`src/refsel_pkg.sv`:
```
package refsel_pkg;

    // ------------------------------------------------------------
    // register map (byte addresses, one word each)
    // ------------------------------------------------------------
    localparam logic [11:0] ref_cfg_addr    = 12'h000;
    localparam logic [11:0] pll_cfg_addr    = 12'h004;
    localparam logic [11:0] crystal_load_trim_cfg_addr   = 12'h008;
    localparam logic [11:0] status_addr     = 12'h00c;
    localparam logic [11:0] pll_mult_addr   = 12'h010;

    // ------------------------------------------------------------
    // field positions and reset values
    // ------------------------------------------------------------
    localparam int primary_source_select_bit = 0;
    localparam int switch_mode_lo             = 1;
    localparam int switch_mode_hi             = 2;
    localparam int pll_sel_lo                 = 8;
    localparam int pll_sel_hi                 = 9;
    localparam int pre_div_lo                 = 0;
    localparam int pre_div_hi                 = 6;
    localparam int fb_lo                      = 16;
    localparam int fb_hi                      = 27;
    localparam int trim_lo                    = 0;
    localparam int trim_hi                    = 4;
    localparam int drive_lo                   = 8;
    localparam int drive_hi                   = 12;

    localparam logic [4:0] crystal_load_trim_rst      = 5'h00;
    localparam logic [4:0] crystal_drive_strength_rst = 5'h11;
    localparam logic [6:0] pre_div_rst                = 7'h01;
    localparam logic [11:0] fb_rst                    = 12'h001;

    // loss of primary after this many secondary edges without a primary edge
    localparam logic [1:0] loss_count          = 2'h2;
    localparam int         num_plls            = 4;
    localparam int         last_pll            = 3;
    // load trim in units of 0.125 pF: base 3.5 pF = 28 steps
    localparam logic [5:0] trim_base_steps     = 6'h1c;

    typedef enum logic [1:0] {sel_primary, sel_secondary} ref_state_t;

    typedef struct packed {
        logic [6:0]  pre_div;
        logic [11:0] fb_count;
    } pll_cfg_t;

endpackage : refsel_pkg

```
`src/edge_sync.sv`:
```
`timescale 1ns/1ps
// two-flop synchroniser followed by a transition detector
module edge_sync
(
    input  wire logic pclk,
    input  wire logic presetn,
    input  wire logic async_in,
    output logic      level_out,
    output logic      toggle_out
);

    logic meta_reg;
    logic sync_reg;
    logic last_reg;

    always_ff @(posedge pclk or negedge presetn)
    begin
        if (!presetn)
        begin
            meta_reg <= 1'b0;
            sync_reg <= 1'b0;
            last_reg <= 1'b0;
        end
        else
        begin
            meta_reg <= async_in;
            sync_reg <= meta_reg;
            last_reg <= sync_reg;
        end
    end

    assign level_out  = sync_reg;
    assign toggle_out = sync_reg ^ last_reg;

endmodule : edge_sync

```
`src/ref_clock_select_switchover.sv`:
```
// Design decisions made here: register access over APB and the address map.
`timescale 1ns/1ps
module ref_clock_select_switchover
#(
    parameter int pll_count = refsel_pkg::num_plls
)
(
    input  wire logic        pclk,
    input  wire logic        presetn,
    input  wire logic        psel,
    input  wire logic        penable,
    input  wire logic        pwrite,
    input  wire logic [11:0] paddr,
    input  wire logic [31:0] pwdata,
    output logic      [31:0] prdata,
    output logic             pready,
    output logic             pslverr,
    input  wire logic        crystal_ref_input,
    input  wire logic        aux_clock_input,
    input  wire logic        input_select_pin,
    output logic             use_aux_reg,
    output logic             secondary_active_reg,
    output logic [3:0]       pll_powerdown_reg,
    output logic [5:0]       load_cap_steps_reg
);

    // ------------------------------------------------------------
    // configuration registers
    // ------------------------------------------------------------
    logic                 primary_source_select_reg;
    logic [1:0]           switch_mode_reg;
    logic [1:0]           pll_sel_reg;
    logic [4:0]           crystal_load_trim_reg;
    logic [4:0]           crystal_drive_strength_reg;
    refsel_pkg::pll_cfg_t pll_cfg_reg [pll_count];
    logic [1:0]           miss_count_reg;
    refsel_pkg::ref_state_t state_reg;
    refsel_pkg::ref_state_t state_next;

    logic crystal_load_trim_level;
    logic crystal_load_trim_toggle;
    logic aux_level;
    logic aux_toggle;
    logic prim_toggle;
    logic sec_toggle;
    logic sec_rise;
    logic auto_mode;
    logic primary_lost;
    logic apb_wr;
    logic apb_rd;

    function automatic logic [11:0] eff_mult(input refsel_pkg::pll_cfg_t c);
        eff_mult = c.fb_count;
    endfunction : eff_mult

    assign apb_wr = psel && penable && pwrite;
    assign apb_rd = psel && penable && !pwrite;

    // ------------------------------------------------------------
    // input edge detection
    // ------------------------------------------------------------
    edge_sync u_sync_crystal_load_trim
    (
        .pclk       (pclk),
        .presetn    (presetn),
        .async_in   (crystal_ref_input),
        .level_out  (crystal_load_trim_level),
        .toggle_out (crystal_load_trim_toggle)
    );

    edge_sync u_sync_aux
    (
        .pclk       (pclk),
        .presetn    (presetn),
        .async_in   (aux_clock_input),
        .level_out  (aux_level),
        .toggle_out (aux_toggle)
    );

    // ------------------------------------------------------------
    // apb register writes
    // ------------------------------------------------------------
    always_ff @(posedge pclk or negedge presetn)
    begin
        if (!presetn)
        begin
            primary_source_select_reg  <= 1'b0;
            switch_mode_reg            <= 2'h0;
            pll_sel_reg                <= 2'h0;
            crystal_load_trim_reg      <= refsel_pkg::crystal_load_trim_rst;
            crystal_drive_strength_reg <= refsel_pkg::crystal_drive_strength_rst;
            for (int i = 0; i < pll_count; i++)
            begin
                pll_cfg_reg[i].pre_div  <= refsel_pkg::pre_div_rst;
                pll_cfg_reg[i].fb_count <= refsel_pkg::fb_rst;
            end
        end
        else if (apb_wr)
        begin
            case (paddr)
                refsel_pkg::ref_cfg_addr:
                begin
                    primary_source_select_reg <=
                        pwdata[refsel_pkg::primary_source_select_bit];
                    switch_mode_reg <=
                        pwdata[refsel_pkg::switch_mode_hi:refsel_pkg::switch_mode_lo];
                end
                refsel_pkg::pll_cfg_addr:
                begin
                    pll_sel_reg <= pwdata[refsel_pkg::pll_sel_hi:refsel_pkg::pll_sel_lo];
                end
                refsel_pkg::pll_mult_addr:
                begin
                    pll_cfg_reg[pll_sel_reg].pre_div <=
                        pwdata[refsel_pkg::pre_div_hi:refsel_pkg::pre_div_lo];
                    pll_cfg_reg[pll_sel_reg].fb_count <=
                        pwdata[refsel_pkg::fb_hi:refsel_pkg::fb_lo];
                end
                refsel_pkg::crystal_load_trim_cfg_addr:
                begin
                    crystal_load_trim_reg <=
                        pwdata[refsel_pkg::trim_hi:refsel_pkg::trim_lo];
                    crystal_drive_strength_reg <=
                        pwdata[refsel_pkg::drive_hi:refsel_pkg::drive_lo];
                end
                default:
                begin
                end
            endcase
        end
    end

    // ------------------------------------------------------------
    // apb read and response
    // ------------------------------------------------------------
    always_ff @(posedge pclk or negedge presetn)
    begin
        if (!presetn)
        begin
            prdata  <= 32'h0000_0000;
            pready  <= 1'b0;
            pslverr <= 1'b0;
        end
        else
        begin
            pready  <= psel && !penable;
            pslverr <= 1'b0;
            if (psel && !penable)
            begin
                prdata <= 32'h0000_0000;
                case (paddr)
                    refsel_pkg::ref_cfg_addr:
                        prdata <= {29'h0, switch_mode_reg, primary_source_select_reg};
                    refsel_pkg::pll_cfg_addr:
                        prdata <= {22'h0, pll_sel_reg, 8'h00};
                    refsel_pkg::pll_mult_addr:
                        prdata <= {4'h0, eff_mult(pll_cfg_reg[pll_sel_reg]), 9'h000,
                                   pll_cfg_reg[pll_sel_reg].pre_div};
                    refsel_pkg::crystal_load_trim_cfg_addr:
                        prdata <= {19'h0, crystal_drive_strength_reg, 3'h0,
                                   crystal_load_trim_reg};
                    refsel_pkg::status_addr:
                        prdata <= {28'h0, aux_level, crystal_load_trim_level, use_aux_reg,
                                   secondary_active_reg};
                    default:
                        pslverr <= 1'b1;
                endcase
            end
        end
    end

    // ------------------------------------------------------------
    // loss-of-primary detection
    // ------------------------------------------------------------
    assign prim_toggle = primary_source_select_reg ? aux_toggle : crystal_load_trim_toggle;
    assign sec_toggle  = primary_source_select_reg ? crystal_load_trim_toggle : aux_toggle;
    // rising edges only, so the count spans whole secondary periods
    assign sec_rise    = sec_toggle &&
                         (primary_source_select_reg ? crystal_load_trim_level : aux_level);
    assign auto_mode   = switch_mode_reg[1];
    assign primary_lost = (miss_count_reg == refsel_pkg::loss_count);

    always_ff @(posedge pclk or negedge presetn)
    begin
        if (!presetn)
        begin
            miss_count_reg <= 2'h0;
        end
        else if (prim_toggle)
        begin
            miss_count_reg <= 2'h0;
        end
        else if (sec_rise && !primary_lost)
        begin
            miss_count_reg <= miss_count_reg + 2'h1;
        end
    end

    // ------------------------------------------------------------
    // selection state
    // ------------------------------------------------------------
    always_comb
    begin
        state_next = state_reg;
        case (state_reg)
            refsel_pkg::sel_primary:
            begin
                if (!auto_mode && input_select_pin)
                    state_next = refsel_pkg::sel_secondary;
                else if (auto_mode && primary_lost)
                    state_next = refsel_pkg::sel_secondary;
            end
            refsel_pkg::sel_secondary:
            begin
                if (!auto_mode && !input_select_pin)
                    state_next = refsel_pkg::sel_primary;
                else if (auto_mode && prim_toggle)
                    state_next = refsel_pkg::sel_primary;
            end
            default:
                state_next = refsel_pkg::sel_primary;
        endcase
    end

    // selection is a registered level; the clock mux downstream switches
    // glitch free on it, while direct routes may still see short pulses
    always_ff @(posedge pclk or negedge presetn)
    begin
        if (!presetn)
        begin
            state_reg            <= refsel_pkg::sel_primary;
            secondary_active_reg <= 1'b0;
            use_aux_reg          <= 1'b0;
        end
        else
        begin
            state_reg            <= state_next;
            secondary_active_reg <= (state_next == refsel_pkg::sel_secondary);
            use_aux_reg          <= primary_source_select_reg ^
                                    (state_next == refsel_pkg::sel_secondary);
        end
    end

    // ------------------------------------------------------------
    // pll power-down and load trim
    // ------------------------------------------------------------
    always_ff @(posedge pclk or negedge presetn)
    begin
        if (!presetn)
        begin
            pll_powerdown_reg  <= 4'h0;
            load_cap_steps_reg <= refsel_pkg::trim_base_steps;
        end
        else
        begin
            for (int i = 0; i < refsel_pkg::num_plls; i++)
            begin
                if (i < pll_count && i != refsel_pkg::last_pll)
                    pll_powerdown_reg[i] <= (pll_cfg_reg[i].pre_div == 7'h00);
                else
                    pll_powerdown_reg[i] <= 1'b0;
            end
            load_cap_steps_reg <= refsel_pkg::trim_base_steps +
                                  {1'b0, crystal_load_trim_reg};
        end
    end

endmodule : ref_clock_select_switchover

```
`config.mk`:
```
export PLATFORM = sky130hd
export DESIGN_NAME = ref_clock_select_switchover
export DESIGN_NICKNAME = d
export VERILOG_FILES = /design/src/refsel_pkg.sv /design/src/edge_sync.sv /design/src/ref_clock_select_switchover.sv
export SDC_FILE = /design/constraint.sdc
export NUM_CORES = 1
export LEC_CHECK = 0
export ABC_AREA = 1
export ABC_CLOCK_PERIOD_IN_PS = 1400
export BUFFER_PORTS_ARGS = -buffer_cell sky130_fd_sc_hd__buf_2
export CAP_MARGIN = 20
export CORE_ASPECT_RATIO = 1.5
export CORE_MARGIN = 5
export CORE_UTILIZATION = 51
export CTS_CLUSTER_DIAMETER = 120
export DETAILED_ROUTE_END_ITERATION = 16
export PLACE_DENSITY = 0.76
export SLEW_MARGIN = 10
export SYNTH_ARGS = -nofsm -noshare
export SYNTH_HDL_FRONTEND = slang
export SYNTH_SLANG_ARGS = --single-unit
export TNS_END_PERCENT = 50
```
`constraint.sdc`:
```
create_clock -name pclk -period 1.4 [get_ports pclk]
set_input_delay 0.28 -clock pclk [delete_from_list [all_inputs] [get_ports pclk]]
set_output_delay 0.28 -clock pclk [all_outputs]
set_load 0.005 [all_outputs]
```
==> metrics.md, run 1 <==
| Metric | Value |
|---|---|
| Status | `finished, final reports clean` |
| Worst-case vdd ir drop | `around 0.87 mV` |
| Ant diodes | `0` |
| Max FO, Critical Path | `9` |
| DP Cell Count | `~940` |
| Commonest non-fill, non-tap cell in the layout | `nand2_1` |
| Initial Util | `slightly above 50%` |
| Worst setup path class | `reg2reg` |
| Final layout net count | `867` |
| Pwr dens | `1197 mW/mm²` |
| CTS clk-pin slew, worst paths | `roughly 0.06 ns` |
| Critical path data arrival time | `between 1.5 and 2 ns` |
| Max Freq | `approximately 730 MHz` |
| RSZ-0062 raised after global routing | `true` |
| DR vias/cell | `5.275` |
| Most frequent cells in the layout | `252 x nand2_1, 123 x dfrtp_1, 79 x buf_2` |
| Endpoints failing setup | `0` |
| Io pins | `~100` |
| Total wire length | `~15 mm` |
| # port buffers | `80` |
| Distinct cell type count after synthesis | `29` |
| Vias | `5164` |
| Yosys warns | `0` |
| Clock skew | `0.008707 ns` |
| Asr flop ratio synth | `100.0%` |
| Number of buffers created by CTS | `17` |
| Routed Antenna Nets | `0` |
| Clock Latency Late Sink | `slightly above 0.4 ns` |
| Gpl congestion | `0.8853` |
| WL/cell | `around 15 µm` |
| # rows | `49` |
| Share of cells above drive strength 1 | `around 26%` |
| CP Cell Sequence | `inv_4 -> nor2_2 -> buf_4 -> a22oi_1 -> nand3_1 -> nand2_1 -> nand2_1` |
| Buf+Inv Stages, Crit Path | `2` |
| Cell area after layout | `0.007600 mm²` |
| Area after DPL | `0.006890 mm²` |
| Total track usage | `between 20% and 30%` |
| Slowest-stage cell, CP | `dfrtp_2` |
| Final worst path period share | `between 90% and 100%` |
| Initial antenna violation count | `0` |
| Number of synthesized register bits | `138` |
| Cell family with most CP delay | `flip-flops` |
| Die area | `0.01426 mm²` |
| Mean Syn Cell Area | `8.795 µm²` |
| P_leak | `roughly 4.0 nW` |
| EDFF count, synth | `0` |
| CTS tree | `yes` |
| Minimum clock period | `around 1.4 ns` |
| Number of global-route vias before repair | `5366` |
| H-tree depth | `4` |
| Critical path depth | `7` |
| Final hold vios | `0` |
| WP data required | `about 1.7 ns` |
| Max-cap violations | `0` |
| CP max stage delay | `~0.46 ns` |
| Area of the core | `~0.012 mm²` |
| Clock Sinks | `approximately 140` |
| Final Max Slew Viols | `0` |
| Largest net degree at the start of global routing | `46` |
| Crit-path most repeated cell | `nand2_1` |
| Hold Path Stages | `3` |
| Die Ht | `143.8 µm` |
| Die extent in x | `~100 µm` |
| # DRC | `0` |
| Detailed placer's ending HPWL | `between 10 and 15 mm` |
| Fin cells | `around 980` |
| CP Capture Type | `flip-flop` |
| Worst-case clock buffer depth | `2` |
| Worst Reg-to-Reg Cells | `7` |
| Iteration-0 DRC Markers | `between 300 and 400` |
| CP Launch Type | `flip-flop` |
| Area delta synth->final | `24.88%` |
| 1st-pass router iterations | `5` |
| Sequential area share after synthesis | `between 50% and 60%` |
| Most used DFF post-synth | `dfrtp_1` |
| Synth Instances | `692` |
| Total gr overflow | `0` |
| HP Class | `in2reg` |
| Max reg flops | `76` |
| Global-route wire length before repair | `between 20 and 30 mm` |
| Root buffer cell | `clkbuf_16` |
| Synth Cell Area | `between 0.006 and 0.007 mm²` |
stage by stage:
step,worst slack (ns),utilization (%),hold WS [ns],total power [mW],setup TNS (ns)
floorplan,0.003221,-,-0.01559,4.243,0
global placement,-0.1160,58.23,0.2215,4.440,-7.294
detailed placement,-0.1866,58.23,0.2269,4.456,-12.29
CTS,0.003966,63.84,0.07749,9.152,0
global route,-0.02453,64.23,0.1004,9.367,-0.03513
finish,0.03613,64.23,0.09038,9.096,0
worst paths after layout:
kind	from	endpoint	slack (ns)
setup / recovery	pll_sel_reg[0]	prdata[25]	0.04
hold / removal	pwdata[12]	crystal_drive_strength_reg[4]	0.09
setup reg to reg	pll_sel_reg[0]	prdata[25]	0.04
hold reg to reg	u_sync_aux.meta_reg	u_sync_aux.level_out	0.34
max in group asynchronous	presetn	pll_cfg_reg[31]	0.43
min in group asynchronous	presetn	miss_count_reg[0]	0.32
repair_timing:
action | in CTS | in global routing
setup endpoints to repair | 9 | 44
pin swaps | 0 | 3
hold endpoints to repair | 24 | 0
hold buffers | 3 | 0
gates resized for setup | 1 | 15
setup buffers | 1 | 1
power breakdown:
group	switching, mW	internal, mW
sequential	0.0145	4.02
combinational	0.237	0.120
clock	1.70	3.00
area by class of cell:
class                           count  area (µm²)
Tap cell                          153       191.4
Sequential cell                   138        3472
Clock buffer                       19       432.9
Multi-Input combinational cell    474        2215
Inverter                           53       205.2
Fill cell                         919        4233
Clock inverter                     13       190.2
Timing Repair Buffer              129       893.4
synthesized netlist by cell type (all sizes together), types with 3 or more instances:
master	count	share of area (%)
nand2	263	17
dfrtp	125	51
o21ai	90	8.3
inv	49	3.0
nand3	47	3.9
nor2	31	2.5
buf	28	3.8
a22oi	15	1.9
dfstp	13	5.6
clkbuf	8	0.49
nand4	5	0.51
clkinv	4	0.25
nor4	3	0.31
worst min-delay path, stage by stage:
cell and delay, ns:
buf_2 0.10, nand3_1 0.07, nand2_1 0.05
cell families (layout without fill, tap and decap cells):
logic type / Yosys count / in the layout / share of synthesized area (%)
other: 1 / 10 / 0.06162
AND/OR/NAND/NOR: 351 / 351 / 24.07
flip-flops: 138 / 138 / 57.01
buffers and inverters: 89 / 214 / 7.566
AO/OA/AOI/OAI: 109 / 109 / 10.59
adder cells (fa/ha/maj): 2 / 2 / 0.4111
XOR/XNOR: 2 / 2 / 0.2879
per-layer routing:
layer	wire, µm	up-vias	global-route usage (%)	share of wire (%)
met4	499	0	10.43	3.3
li1	-	2455	-	-
met1	5952	2484	25.50	39
met5	0	-	0	0
met3	754	42	4.322	5.0
met2	7910	183	40.30	52
Note: power is estimated with default switching activity, not from simulation.
==> run 2, diff against run 1 <==
--- a/config.mk
+++ b/config.mk
@@ -7,7 +7,7 @@
 export LEC_CHECK = 0
 export ABC_AREA = 1
 export ABC_CLOCK_PERIOD_IN_PS = 1400
-export BUFFER_PORTS_ARGS = -buffer_cell sky130_fd_sc_hd__buf_2
+export BUFFER_PORTS_ARGS = -buffer_cell sky130_fd_sc_hd__buf_4
 export CAP_MARGIN = 20
 export CORE_ASPECT_RATIO = 1.5
 export CORE_MARGIN = 5
==> run 2 against run 1 <==
First-iteration DRC count rose by 11%. Worst setup slack got worse by 0.0074 ns. Non-clock buffer count is 7 lower. Fmax is 0.54% lower. Utilization rose by 1.5 points. Clock power is 3% higher. Sequential share of layout area is 1.0 points lower. Design area is 2.3% higher. Clock skew decreased by 0.0020 ns. Largest cell class unchanged. Highest routed layer unchanged.
==> metrics.md, run 2 (synthesis results as in run 1) <==
| Metric | Value |
|---|---|
| Total wire length | `around 15 mm` |
| R2r setup slk | `about 0.029 ns` |
| Root buffer cell | `clkbuf_16` |
| H-tree depth | `4` |
| Critical path data arrival time | `~1.7 ns` |
| Final hold vios | `0` |
| RR Startpoint | `pll_sel_reg[0]` |
| Max reg flops | `76` |
| Global-route wire length before repair | `roughly 26 mm` |
| # rows | `between 40 and 50` |
| Hold Startpoint | `pwdata[12]` |
| Gpl congestion | `about 0.89` |
| Clock skew | `0.006661 ns` |
| Area after DPL | `about 0.0071 mm²` |
| Worst-case vdd ir drop | `1.058 mV` |
| Endpoints failing setup | `0` |
| Pwr dens | `approximately 1200 mW/mm²` |
| Clock Latency Late Sink | `about 0.42 ns` |
| Clock Sinks | `~140` |
| CTS clk-pin slew, worst paths | `~0.060 ns` |
| Vias | `between 5000 and 6000` |
| Max Freq | `about 730 MHz` |
| Die Ht | `143.8 µm` |
| HP Class | `in2reg` |
| Hold Path Stages | `3` |
| Iteration-0 DRC Markers | `approximately 380` |
| Max-cap violations | `0` |
| Die area | `0.01426 mm²` |
| Final Max Slew Viols | `0` |
| CP Launch Type | `flip-flop` |
| Number of buffers created by CTS | `17` |
| Total track usage | `22.78%` |
| Area of the core | `between 0.01 and 0.015 mm²` |
| Total gr overflow | `0` |
| Final layout net count | `860` |
| Worst Reg-to-Reg Cells | `7` |
| Ant diodes | `0` |
| DR vias/cell | `between 5 and 6` |
| Worst-case clock buffer depth | `2` |
| Io pins | `98` |
| Hold WS | `0.1032 ns` |
| Hold Path End | `crystal_drive_strength_reg[4]` |
| Share of cells above drive strength 1 | `~25%` |
| Cell area after layout | `0.007777 mm²` |
| Status | `finished, final reports clean` |
| P_leak | `~4 nW` |
| # DRC | `0` |
| Most frequent cells in the layout | `254 x nand2_1, 123 x dfrtp_1, 106 x buf_4` |
| Detailed placer's ending HPWL | `10.37 mm` |
| RSZ-0062 raised after global routing | `true` |
| Post-CTS setup buffer count | `0` |
| Largest net degree at the start of global routing | `between 40 and 50` |
| Minimum clock period | `~1.4 ns` |
| Final worst path period share | `between 90% and 100%` |
| # port buffers | `80` |
| Max FO, Critical Path | `26` |
| WL/cell | `roughly 16 µm` |
| Area delta synth->final | `27.80%` |
| Initial Util | `approximately 51%` |
| CTS tree | `yes` |
| Worst setup path class | `reg2reg` |
| Finished Core Util | `about 66%` |
| Number of global-route vias before repair | `about 5400` |
| Die extent in x | `99.19 µm` |
| WP data required | `between 1.5 and 2 ns` |
| Routed Antenna Nets | `0` |
| R2r endpoint | `pll_cfg_reg[45]` |
| FILL cells | `between 900 and 1000` |
| 1st-pass router iterations | `5` |
| Commonest non-fill, non-tap cell in the layout | `nand2_1` |
| CP Capture Type | `flip-flop` |
| Initial antenna violation count | `0` |
-- run 2: cell count changes in the layout (fill, tap and decap cells not counted), moves of 2 or more --
cell,previous run,this run
clkinv_2,2,0
nand2_1,252,254
buf_12,8,10
clkbuf_1,2,0
buf_2,79,0
clkinv_4,2,4
buf_4,35,106
nand2_2,9,7
-- run 2: routing by layer --
layer	vias to the layer above	GRT usage [%]	routed length, µm	share of wire (%)
met2	175	40.19	8128	53
met1	2483	26.00	5948	39
met5	-	0	0	0
met4	0	11.44	527	3.4
li1	2439	-	-	-
met3	45	4.808	763	5.0
-- run 2: worst max path at each step --
| stage | from | end | depth (start not counted) |
|---|---|---|---|
| 3_5_place_dp | paddr[7] | pll_cfg_reg[32] | 10 |
| 2_1_floorplan | pll_sel_reg[0] | pll_cfg_reg[72] | 7 |
| 4_1_cts | pll_sel_reg[0] | pll_cfg_reg[45] | 7 |
| 6_report | pll_sel_reg[0] | pll_cfg_reg[45] | 7 |
| 3_3_place_gp | paddr[7] | pll_cfg_reg[22] | 10 |
| 5_1_grt | pll_sel_reg[0] | prdata[2] | 10 |
-- run 2: area by class of cell --
| cell class | instances | area, µm² | share of cell area, % |
|---|---|---|---|
| Clock inverter | 14 | 209.0 | 2.687 |
| Inverter | 53 | 201.4 | 2.590 |
| Clock buffer | 18 | 439.2 | 5.647 |
| Timing Repair Buffer | 122 | 1060 | 13.63 |
| Sequential cell | 138 | 3472 | 44.64 |
| Tap cell | 153 | 191.4 | 2.461 |
| Multi-Input combinational cell | 474 | 2205 | 28.35 |
-- run 2: metrics by stage --
stage / power [mW] / instances / setup TNS (ns) / setup WS (ns)
floorplan: 4.243 / 701 / 0 / 0.003221
global placement: 4.477 / 937 / -8.792 / -0.1389
detailed placement: 4.494 / 937 / -11.15 / -0.1834
CTS: 9.350 / 972 / 0 / 0.006089
global route: 9.565 / 972 / -0.01085 / -0.005577
finish: 9.291 / 972 / 0 / 0.02877
-- run 2: where the power goes --
part / total [mW] / switching, mW / internal [mW]
Combinational: 0.394 / 0.238 / 0.156
Sequential: 4.03 / 0.0155 / 4.02
Clock: 4.86 / 1.79 / 3.07
-- run 2: critical path, stage by stage (launching register included) --
cell     delay [ns]
dfrtp_2        0.45
inv_4          0.06
nor2_2         0.13
buf_12         0.17
nand2_2        0.09
buf_12         0.17
nand2_1        0.07
o21ai_0        0.10
-- run 2: repair_timing --
action,4_1_cts,5_1_grt
gates resized for setup,1,10
hold buffers,3,0
endpoints found under the setup margin,15,45
hold endpoints to repair,17,0
pin swaps,0,6
